[config.mk]
export PLATFORM = sky130hd
export DESIGN_NAME = sswd_top
export DESIGN_NICKNAME = d
export VERILOG_FILES = /design/src/sswd_pkg.sv /design/src/sswd_top.sv
export SDC_FILE = /design/constraint.sdc
export NUM_CORES = 1
export LEC_CHECK = 0
export BUFFER_PORTS_ARGS = -buffer_cell sky130_fd_sc_hd__buf_4
export CAP_MARGIN = 20
export CORE_MARGIN = 5
export CORE_UTILIZATION = 46
export CTS_CLUSTER_SIZE = 10
export DETAILED_ROUTE_END_ITERATION = 7
export PLACE_DENSITY = 0.81
export SETUP_SLACK_MARGIN = 0.15
export SLEW_MARGIN = 20
export SYNTH_ARGS = -nofsm -noshare
export SYNTH_HDL_FRONTEND = slang
export SYNTH_SLANG_ARGS = --single-unit
[constraint.sdc]
create_clock -name CLK_I -period 1.7 [get_ports CLK_I]
set_input_delay 0.17 -clock CLK_I [delete_from_list [all_inputs] [get_ports CLK_I]]
set_output_delay 0.17 -clock CLK_I [all_outputs]
set_load 0.01 [all_outputs]
[src/sswd_pkg.sv]
// Package with register map, field layout, reset values and timing for the status and watchdog block.
package sswd_pkg;

    // Register word indexes; byte address is four times the index.
    localparam logic [5:0] SSWD_IDX_SYSTEM_CONTROL = 6'h03;
    localparam logic [5:0] SSWD_IDX_WATCHDOG_CONTROL = 6'h0a;
    localparam logic [5:0] SSWD_IDX_SYSTEM_STATUS = 6'h0c;
    localparam logic [5:0] SSWD_IDX_WATCHDOG_STATUS = 6'h0d;

    // System control fields.
    localparam int SSWD_SC_POWER_STAGE_ENABLE = 7;
    localparam int SSWD_SC_LIN_SLEW_SELECT_HI = 6;
    localparam int SSWD_SC_LIN_SLEW_SELECT_LO = 5;
    localparam int SSWD_SC_STOP_REQUEST = 0;

    // System status fields.
    localparam int SSWD_ST_LIN_CURRENT_LIMIT = 6;
    localparam int SSWD_ST_SUPPLY_OVERCURRENT = 5;
    localparam int SSWD_ST_LOW_VOLTAGE = 3;
    localparam int SSWD_ST_HIGH_VOLTAGE = 2;
    localparam int SSWD_ST_BRIDGE_OVERCURRENT = 1;
    localparam int SSWD_ST_OVERTEMP = 0;

    // Watchdog control fields.
    localparam int SSWD_WC_RESTART = 5;
    localparam int SSWD_WC_RESET_ENABLE = 4;
    localparam int SSWD_WC_WAKE_ENABLE = 3;
    localparam int SSWD_WC_RATE_SELECT = 0;

    // Watchdog status field.
    localparam int SSWD_WS_TIMEOUT_FLAG = 0;

    // Reset values.
    localparam logic [7:0] SSWD_RST_REG = 8'h00;
    localparam logic [1:0] SSWD_RST_SLEW = 2'h0;
    localparam logic [31:0] SSWD_RST_COUNT = 32'h00000000;
    localparam logic [31:0] SSWD_RST_DATA = 32'h00000000;

    // LIN slew encodings.
    localparam logic [1:0] SSWD_SLEW_INITIAL = 2'h0;
    localparam logic [1:0] SSWD_SLEW_SLOW = 2'h1;
    localparam logic [1:0] SSWD_SLEW_HIGH_8X = 2'h2;
    localparam logic [1:0] SSWD_SLEW_HIGH_4X = 2'h3;

    // Timing.
    localparam longint SSWD_CLK_HZ = 50000000;
    localparam longint SSWD_WD_FAST_MS = 10;
    localparam longint SSWD_WD_SLOW_MS = 20;
    localparam logic [31:0] SSWD_WD_FAST_CYCLES = 32'(SSWD_WD_FAST_MS * SSWD_CLK_HZ / 1000);
    localparam logic [31:0] SSWD_WD_SLOW_CYCLES = 32'(SSWD_WD_SLOW_MS * SSWD_CLK_HZ / 1000);

    // Analog event inputs that cross into the clock domain together.
    typedef struct packed {
        logic lin_current_limit;
        logic supply_overcurrent;
        logic bridge_overcurrent;
        logic cpu_irq;
    } sswd_events_t;

endpackage

[src/sswd_top.sv]
// Control, status and watchdog register block with an Avalon-MM slave port.
`timescale 1ns/1ps
module sswd_top
    import sswd_pkg::*;
#(
    parameter logic [31:0] WD_FAST_CYCLES = SSWD_WD_FAST_CYCLES,
    parameter logic [31:0] WD_SLOW_CYCLES = SSWD_WD_SLOW_CYCLES
) (
    input wire logic CLK_I,
    input wire logic SYS_RST_I,
    input wire logic [7:0] ADDRESS_I,
    input wire logic READ_I,
    input wire logic WRITE_I,
    input wire logic [31:0] WRITEDATA_I,
    input wire logic [3:0] BYTEENABLE_I,
    output logic [31:0] READDATA_O,
    output logic WAITREQUEST_O,
    input wire logic LIN_CURRENT_LIMIT_I,
    input wire logic SUPPLY_OVERCURRENT_I,
    input wire logic BRIDGE_OVERCURRENT_I,
    input wire logic CPU_IRQ_I,
    input wire logic LOW_VOLTAGE_FLAG_I,
    input wire logic HIGH_VOLTAGE_FLAG_I,
    input wire logic OVERTEMP_FLAG_I,
    input wire logic SWITCHED_SUPPLY_ON_I,
    output logic BRIDGE_ENABLE_O,
    output logic LIN_TX_ENABLE_O,
    output logic SWITCHED_SUPPLY_O,
    output logic [1:0] LIN_SLEW_O,
    output logic STOP_MODE_O,
    output logic WATCHDOG_OSC_ON_O,
    output logic ANALOG_RESET_O,
    output logic ANALOG_IRQ_O
);

    function automatic logic hit(input logic [7:0] addr, input logic [5:0] idx);
        hit = (addr[7:2] == idx);
    endfunction

    sswd_events_t sync_meta;
    sswd_events_t sync_ev;

    logic power_stage_enable;
    logic [1:0] lin_slew_select;
    logic stop_request;
    logic switched_supply_overcurrent_flag;
    logic bridge_overcurrent_flag;
    logic watchdog_reset_enable;
    logic watchdog_wake_enable;
    logic watchdog_rate_select;
    logic watchdog_timeout_flag;
    logic [31:0] wd_count;

    logic request;
    logic commit;
    logic wr_lane0;
    logic [7:0] wdata;
    logic wr_system_control;
    logic wr_wdctl;
    logic wr_status;
    logic restart;
    logic osc_on;
    logic counting;
    logic [31:0] period;
    logic at_end;
    logic [7:0] next_read_byte;

    // The analog events are asynchronous to the bus clock, so each passes two flops.
    always_ff @(posedge CLK_I) begin
        if (SYS_RST_I) begin
            sync_meta <= '0;
            sync_ev <= '0;
        end else begin
            sync_meta <= {LIN_CURRENT_LIMIT_I, SUPPLY_OVERCURRENT_I,
                          BRIDGE_OVERCURRENT_I, CPU_IRQ_I};
            sync_ev <= sync_meta;
        end
    end

    // A request completes at the edge where waitrequest is seen low, one wait state.
    assign request = READ_I | WRITE_I;
    assign commit = request & ~WAITREQUEST_O;
    assign wr_lane0 = commit & WRITE_I & BYTEENABLE_I[0];
    assign wdata = WRITEDATA_I[7:0];
    assign wr_system_control = wr_lane0 & hit(ADDRESS_I, SSWD_IDX_SYSTEM_CONTROL);
    assign wr_wdctl = wr_lane0 & hit(ADDRESS_I, SSWD_IDX_WATCHDOG_CONTROL);
    assign wr_status = wr_lane0 & hit(ADDRESS_I, SSWD_IDX_SYSTEM_STATUS);

    always_ff @(posedge CLK_I) begin
        if (SYS_RST_I) begin
            WAITREQUEST_O <= 1'b1;
        end else if (request & WAITREQUEST_O) begin
            WAITREQUEST_O <= 1'b0;
        end else begin
            WAITREQUEST_O <= 1'b1;
        end
    end

    always_comb begin
        next_read_byte = SSWD_RST_REG;
        if (hit(ADDRESS_I, SSWD_IDX_SYSTEM_CONTROL)) begin
            next_read_byte[SSWD_SC_POWER_STAGE_ENABLE] = power_stage_enable;
            next_read_byte[SSWD_SC_LIN_SLEW_SELECT_HI] = lin_slew_select[1];
            next_read_byte[SSWD_SC_LIN_SLEW_SELECT_LO] = lin_slew_select[0];
        end else if (hit(ADDRESS_I, SSWD_IDX_SYSTEM_STATUS)) begin
            next_read_byte[SSWD_ST_LIN_CURRENT_LIMIT] = sync_ev.lin_current_limit;
            next_read_byte[SSWD_ST_SUPPLY_OVERCURRENT] = switched_supply_overcurrent_flag;
            next_read_byte[SSWD_ST_LOW_VOLTAGE] = LOW_VOLTAGE_FLAG_I;
            next_read_byte[SSWD_ST_HIGH_VOLTAGE] = HIGH_VOLTAGE_FLAG_I;
            next_read_byte[SSWD_ST_BRIDGE_OVERCURRENT] = bridge_overcurrent_flag;
            next_read_byte[SSWD_ST_OVERTEMP] = OVERTEMP_FLAG_I;
        end else if (hit(ADDRESS_I, SSWD_IDX_WATCHDOG_CONTROL)) begin
            next_read_byte[SSWD_WC_RESET_ENABLE] = watchdog_reset_enable;
            next_read_byte[SSWD_WC_WAKE_ENABLE] = watchdog_wake_enable;
            next_read_byte[SSWD_WC_RATE_SELECT] = watchdog_rate_select;
        end else if (hit(ADDRESS_I, SSWD_IDX_WATCHDOG_STATUS)) begin
            next_read_byte[SSWD_WS_TIMEOUT_FLAG] = watchdog_timeout_flag;
        end
    end

    // Read data is captured in the wait cycle and stands at the completing edge.
    always_ff @(posedge CLK_I) begin
        if (SYS_RST_I) begin
            READDATA_O <= SSWD_RST_DATA;
        end else if (READ_I & WAITREQUEST_O) begin
            READDATA_O <= {24'h000000, next_read_byte};
        end
    end

    // Power stage enable and slew selection.
    always_ff @(posedge CLK_I) begin
        if (SYS_RST_I) begin
            power_stage_enable <= 1'b0;
            lin_slew_select <= SSWD_RST_SLEW;
        end else if (wr_system_control) begin
            power_stage_enable <= wdata[SSWD_SC_POWER_STAGE_ENABLE];
            lin_slew_select <= {wdata[SSWD_SC_LIN_SLEW_SELECT_HI],
                                wdata[SSWD_SC_LIN_SLEW_SELECT_LO]};
        end
    end

    // A new stop request wins over an interrupt arriving in the same cycle.
    always_ff @(posedge CLK_I) begin
        if (SYS_RST_I) begin
            stop_request <= 1'b0;
        end else if (wr_system_control & wdata[SSWD_SC_STOP_REQUEST]) begin
            stop_request <= 1'b1;
        end else if (sync_ev.cpu_irq) begin
            stop_request <= 1'b0;
        end
    end

    // Overcurrent flags: the event wins over a clearing write in the same cycle.
    always_ff @(posedge CLK_I) begin
        if (SYS_RST_I) begin
            switched_supply_overcurrent_flag <= 1'b0;
        end else if (sync_ev.supply_overcurrent) begin
            switched_supply_overcurrent_flag <= 1'b1;
        end else if (wr_status & wdata[SSWD_ST_SUPPLY_OVERCURRENT]) begin
            switched_supply_overcurrent_flag <= 1'b0;
        end
    end

    always_ff @(posedge CLK_I) begin
        if (SYS_RST_I) begin
            bridge_overcurrent_flag <= 1'b0;
        end else if (sync_ev.bridge_overcurrent) begin
            bridge_overcurrent_flag <= 1'b1;
        end else if (wr_status & wdata[SSWD_ST_BRIDGE_OVERCURRENT]) begin
            bridge_overcurrent_flag <= 1'b0;
        end
    end

    // Watchdog control; the reset enable can only ever be set, so a runaway cannot disarm it.
    always_ff @(posedge CLK_I) begin
        if (SYS_RST_I) begin
            watchdog_reset_enable <= 1'b0;
            watchdog_wake_enable <= 1'b0;
            watchdog_rate_select <= 1'b0;
        end else if (wr_wdctl) begin
            watchdog_reset_enable <= watchdog_reset_enable | wdata[SSWD_WC_RESET_ENABLE];
            watchdog_wake_enable <= wdata[SSWD_WC_WAKE_ENABLE];
            watchdog_rate_select <= wdata[SSWD_WC_RATE_SELECT];
        end
    end

    assign restart = wr_wdctl & wdata[SSWD_WC_RESTART];
    assign osc_on = watchdog_reset_enable | watchdog_wake_enable;
    assign counting = osc_on &
                      ((~stop_request & watchdog_reset_enable) |
                       (stop_request & watchdog_wake_enable));
    assign period = watchdog_rate_select ? WD_FAST_CYCLES : WD_SLOW_CYCLES;
    assign at_end = counting & (wd_count >= period - 32'h00000001);

    // With wake disabled, the count is held, not cleared, across STOP so the RUN period resumes where it left.
    always_ff @(posedge CLK_I) begin
        if (SYS_RST_I) begin
            wd_count <= SSWD_RST_COUNT;
        end else if (restart | ~osc_on) begin
            wd_count <= SSWD_RST_COUNT;
        end else if (at_end) begin
            wd_count <= SSWD_RST_COUNT;
        end else if (counting) begin
            wd_count <= wd_count + 32'h00000001;
        end
    end

    // Timeout flag: a STOP timeout wins over a restart in the same cycle.
    always_ff @(posedge CLK_I) begin
        if (SYS_RST_I) begin
            watchdog_timeout_flag <= 1'b0;
        end else if (at_end & stop_request) begin
            watchdog_timeout_flag <= 1'b1;
        end else if (restart) begin
            watchdog_timeout_flag <= 1'b0;
        end
    end

    // The reset request holds until the system reset it causes comes back.
    always_ff @(posedge CLK_I) begin
        if (SYS_RST_I) begin
            ANALOG_RESET_O <= 1'b0;
        end else if (at_end & ~stop_request & watchdog_reset_enable) begin
            ANALOG_RESET_O <= 1'b1;
        end
    end

    always_ff @(posedge CLK_I) begin
        if (SYS_RST_I) begin
            ANALOG_IRQ_O <= 1'b0;
        end else begin
            ANALOG_IRQ_O <= watchdog_timeout_flag & stop_request & watchdog_wake_enable;
        end
    end

    // Power, slew, stop and oscillator outputs; voltage conditions deliberately play no part in the supply switch.
    always_ff @(posedge CLK_I) begin
        if (SYS_RST_I) begin
            BRIDGE_ENABLE_O <= 1'b0;
            LIN_TX_ENABLE_O <= 1'b0;
            SWITCHED_SUPPLY_O <= 1'b0;
            LIN_SLEW_O <= SSWD_RST_SLEW;
            STOP_MODE_O <= 1'b0;
            WATCHDOG_OSC_ON_O <= 1'b0;
        end else begin
            BRIDGE_ENABLE_O <= power_stage_enable & ~bridge_overcurrent_flag;
            LIN_TX_ENABLE_O <= power_stage_enable;
            SWITCHED_SUPPLY_O <= power_stage_enable & SWITCHED_SUPPLY_ON_I &
                                 ~switched_supply_overcurrent_flag;
            LIN_SLEW_O <= lin_slew_select;
            STOP_MODE_O <= stop_request;
            WATCHDOG_OSC_ON_O <= osc_on;
        end
    end

endmodule

* Yosys cells after proc, flatten, opt, wreduce, memory -nomap -nowiden
Cells that the tools add are included.
Word-level totals: output and inout port bits 42, bits of input ports 56, register bits 68
Cells by class: eq/ne operators 4, $lt $le $gt $ge 1, bitwise logic cells 34, muxes and demuxes 21, reduce and logical (&&, ||, !) cells 5, add/sub/neg operators 2
Operators with widths (number):
- adder 32 x 1 -> 32 bit (second input constant) | 1
- >= comparator 32 bit | 1
- AND 1 bit | 24
- subtractor 20 x 1 -> 21 bit (second input constant) | 1
- 2-to-1 mux 20 bit | 1
- == test 6 x 4 -> 1 bit (second input constant) | 3
- 2-to-1 mux 1 bit | 15
- 2-to-1 mux 2 bit | 4
- nonzero test 2 bit | 4
- == test 6 x 2 -> 1 bit (second input constant) | 1
- 2-to-1 mux 5 bit | 1
- inverter 1 bit | 5
- bitwise OR 1 bit | 5
- OR reduction 3 bit | 1

* Logic depth before layout (Yosys ltp)
depth in word-level cells 8, depth in mapped cells 8, gate-level depth less buffers 7

* Worst setup path after synthesis
No wires, ideal clock.
path type register -> register, from reg watchdog_rate_select, to reg wd_count[20], setup time 119 ps, buffers on the path 1, stages on the path, launching flop included 9, data required time 1581 ps, data arrival time 1605 ps, slack -24 ps, period minus slack after synthesis 1724 ps, cells stage by stage dfxtp_1 -> inv_1 -> ha_1 -> nand4_1 -> o41ai_1 -> o21ai_0 -> nand3b_1 -> buf_2 -> nor2_1
Between the ends: cells in the longest elaborated chain, start to end 5
RTL lines:
- from (decl) | RTL line sswd_top.sv:50 | logic watchdog_rate_select;
- from (signal assigned) | RTL line sswd_top.sv:183 | watchdog_rate_select <= wdata[SSWD_WC_RATE_SELECT];
- 2-to-1 mux 20 bit | RTL line sswd_top.sv:192 | assign period = watchdog_rate_select ? WD_FAST_CYCLES : WD_SLOW_CYCLES;
- subtractor 20 x 1 -> 21 bit | RTL line sswd_top.sv:193 | assign at_end = counting & (wd_count >= period - 32'h00000001);
- >= comparator 32 bit | RTL line sswd_top.sv:193
- AND 1 bit | RTL line sswd_top.sv:193
- OR reduction 3 bit (no line)
- to (signal assigned) | RTL line sswd_top.sv:204 | wd_count <= wd_count + 32'h00000001;
- to (decl) | RTL line sswd_top.sv:52 | logic [31:0] wd_count;
Every way passes these cells. A chain may end at the register's enable or synchronous reset.

* Worst setup path after layout
from reg watchdog_rate_select, to reg wd_count[19]
Same word-level chain as after synthesis.

==> run_results.csv <==
group,metric,value,unit
pwr,p_int,2.44,mW
finish,regArea,1370,um2
synth,synth_common_cells,"dfxtp_1 (68), nor2_1 (47), buf_4 (24)",
synth,synth_area,3150,um2
synth,netlist_top_cells_area,"dfxtp_1 (43%), xor2_1 (6.4%), buf_4 (5.7%), nor2_1 (5.6%), ha_1 (3.2%)",
clock_tree,cts_buffer_depth,2,
place,port_buffers,43,
finish,multiInputGateArea,1690,um2
setup_path,rrSetupSlack,-0.09,ns
clock_tree,cts_buffers,9,
setup_path,crit_required,1.94,ns
synth,synth_top_area_share,0.432,
hold_path,hold_end,"WAITREQUEST_O",
clock_tree,cts_tree,"built",
hold_path,min_path_cells,2,
synth,synth-seq-cells,68,
synth,avgSynthCellArea,8.95,um2
run_status,failed_checks,"setup timing",
floorplan,die_w,92.8,um
floorplan,dieHeight,92.8,um
run_status,status,"finished, violations left",
sta,skew,0.00992,ns
hold_path,hp-class,"in2reg",
floorplan,die-area,8610,um2
floorplan,ios,98,
sta,finalCritPeriodShare,1.06,
synth,synthDistinctLibCells,46,
place,post-place-ws,-0.0590,ns
place,gp_congestion,0.804,
floorplan,core.rowCount,30,
sta,setup_viol,32,
sta,period_needed,1.79,ns
sta,hold_viol,0,
drt,vias,2633,
finish,drive_gt1_frac,0.242,
setup_path,path_class,"reg2reg",
global_route,grt_max_degree,32,
global_route,grt_pass1_vias,2566,
sta,rsz0062_at_grt,"yes",
drt,detail_route.drc_violations,0,
clock_tree,clk_latency,0.35,ns
finish,diodes,0,
setup_path,reg2reg_from,"watchdog_rate_select",
setup_path,r2r_cells,8,
finish,fillers,553,
synth,synth_top_area_cell,"dfxtp_1",
sta,maxSlewViolCount,0,
synth,yosys_warnings,0,
floorplan,core_area,6720,um2
drt,avgViaCountPerCell,5.25,
global_route,track_usage,0.170,
drt,first_iter_violations,114,
pwr,peakVddDrop,0.441,mV
global_route,antenna_found_initial,0,
pwr,powerDensity,807,nW/um2
sta,setup_tns,-2.50,ns
clock_tree,path_clk_slew,0.08,ns
drt,wire_per_inst,14.0,um
sta,max_freq,557,MHz
pwr,seqPwrFrac,0.512,
pwr,p_sw_frac,0.229,
synth,synth_most_common_cell,"dfxtp_1",
drt,drt_wl_total,7.01,mm
setup_path,critical_path.startpoint_type,"flip-flop",
synth,syn_inst,352,
global_route,grt_overflow,0,
drt,ant_nets,0,
clock_tree,clock_sinks,68,
clock_tree,cts_root_buf,"clkbuf_8",
finish,nets,481,
synth,ys_seq_area_frac,0.432,
finish,area_growth,24.1,%
clock_tree,htree_levels,3,
global_route,grt_pass1_wl,11.8,mm
sta,setup_slack,-0.0946,ns
synth,synth-edff-count,0,
synth,async_flop_share,0,
setup_path,cp-end-kind,"flip-flop",
synth,synth_flop_cell,"dfxtp_1",
setup_path,crit_path_max_fanout,19,
setup_path,rr_endpoint,"wd_count[19]",
pwr,p_switching,723,uW
pwr,clkPwrFrac,0.440,
pwr,combPwrFrac,0.048,
drt,first_pass_iters,4,
job,drv_cap,0,
hold_path,min_from,"READ_I",
pwr,p_leak,1.57,nW
sta,timing.hold.ws,0.0250,ns
floorplan,initial_core_util,0.469,
setup_path,critPathArrivalTime,2.04,ns
place,dp_hpwl,5.12,mm
-- power groups by stage --
stage	clock network [mW]	logic [mW]	registers, mW
finish	1.39	0.153	1.62
detailed placement	0	0.149	1.65
floorplan	0	0.110	1.65
global route	1.47	0.170	1.62
global placement	0	0.145	1.65
CTS	1.41	0.152	1.61
-- stage by stage --
| step | power (mW) | instance area (um2) | instances | util |
|---|---|---|---|---|
| final | 3.16 | 3910 | 502 | 0.582 |
| after global routing | 3.25 | 3910 | 502 | 0.582 |
| after CTS | 3.18 | 3860 | 500 | 0.574 |
| after detailed placement | 1.80 | 3620 | 482 | 0.539 |
| after global placement | 1.80 | 3620 | 482 | 0.539 |
| after floorplan | 1.76 | 3280 | 375 | - |
-- critical path, stage by stage, from the launching register on --
cell and delay, ns:
dfxtp_4 0.37, buf_4 0.15, ha_4 0.25, nand4_1 0.10, o41ai_2 0.29, o21ai_1 0.10
nand3b_1 0.18, buf_12 0.18, nor2_1 0.06
-- worst max-delay path by stage --
stage	slack, ns	end	start	cells past startpoint
3_3_place_gp	-0.004	wd_count[8]	watchdog_rate_select	7
3_5_place_dp	-0.06	wd_count[3]	watchdog_rate_select	8
4_1_cts	-0.06	wd_count[3]	watchdog_rate_select	8
2_1_floorplan	0.15	wd_count[30]	watchdog_rate_select	8
5_1_grt	-0.20	wd_count[31]	watchdog_rate_select	7
6_report	-0.09	wd_count[19]	watchdog_rate_select	8
-- routing by layer --
| metal | track usage | share of wire |
|---|---|---|
| met4 | 0.0757 | 0.018 |
| met5 | 0 | 0 |
| met2 | 0.288 | 0.50 |
| met3 | 0.0422 | 0.056 |
| met1 | 0.203 | 0.43 |
-- sequential cells by signal, summed over array words and instances (netlist names), 2 cells and up --
name             count
sync_ev              4
LIN_SLEW_O           2
sync_meta            4
READDATA_O           8
wd_count            32
lin_slew_select      2
-- layout by cell type, fill, tap and decap left out, types with 2 or more instances in the layout --
cell type   netlist  layout
nor2_1           47      47
nor2_2            3       3
and4_1            6       6
ha_1              8       4
nand3b_1          2       2
buf_4            24      61
nand3_1          18      18
a21oi_1          13      12
buf_12            0       2
ha_4              0       3
nor3_1            8       8
and3_1            8       8
a31oi_1           2       2
o21ai_1           0       3
clkbuf_8          0      11
a32oi_1           3       3
xor2_1           23      23
inv_1             7       6
conb_1            1      24
and2_1            6       6
nor4_2            1       2
clkinvlp_4        0       2
nor4_1            3       2
dfxtp_1          68      66
nand4_1          13      13
nor2b_1          15      15
o21ai_0           8       5
and3b_1           3       3
nand2b_1          3       3
mux2i_1           3       3
nand2_1          22      22
a22oi_1           3       2
a221oi_1          2       2
xnor2_1           3       3
o211ai_1          2       2
-- cell families (layout without fill, tap and decap cells) --
logic type | count (synthesis) | after routing | synth area share
flops | 68 | 68 | 0.432
compound gates | 39 | 39 | 0.0794
xor+xnor | 26 | 26 | 0.0723
other cells | 1 | 24 | 0.00119
simple gates | 164 | 164 | 0.284
fa+ha+maj | 8 | 8 | 0.0318
buf+inv | 41 | 88 | 0.0790
mux | 5 | 5 | 0.0202
-- what timing repair did --
| item | CTS | global route |
|---|---|---|
| setup endpoints to repair | 34 | 34 |
| setup buffers | 1 | 2 |
| endpoints found under the hold margin | 1 | 0 |
| hold buffers | 1 | 0 |
| resized for setup | 3 | 5 |
| pin swaps | 2 | 2 |
-- area by class of cell --
type | instances | area share
inverters | 7 | 0.00672
clock buffers | 11 | 0.0387
flip-flops and latches | 68 | 0.349
repair buffers | 65 | 0.133
multi-input cells | 266 | 0.432
well taps | 80 | 0.0256
clock inverters | 5 | 0.0150
No activity file was read; power rests on OpenSTA's default activity.
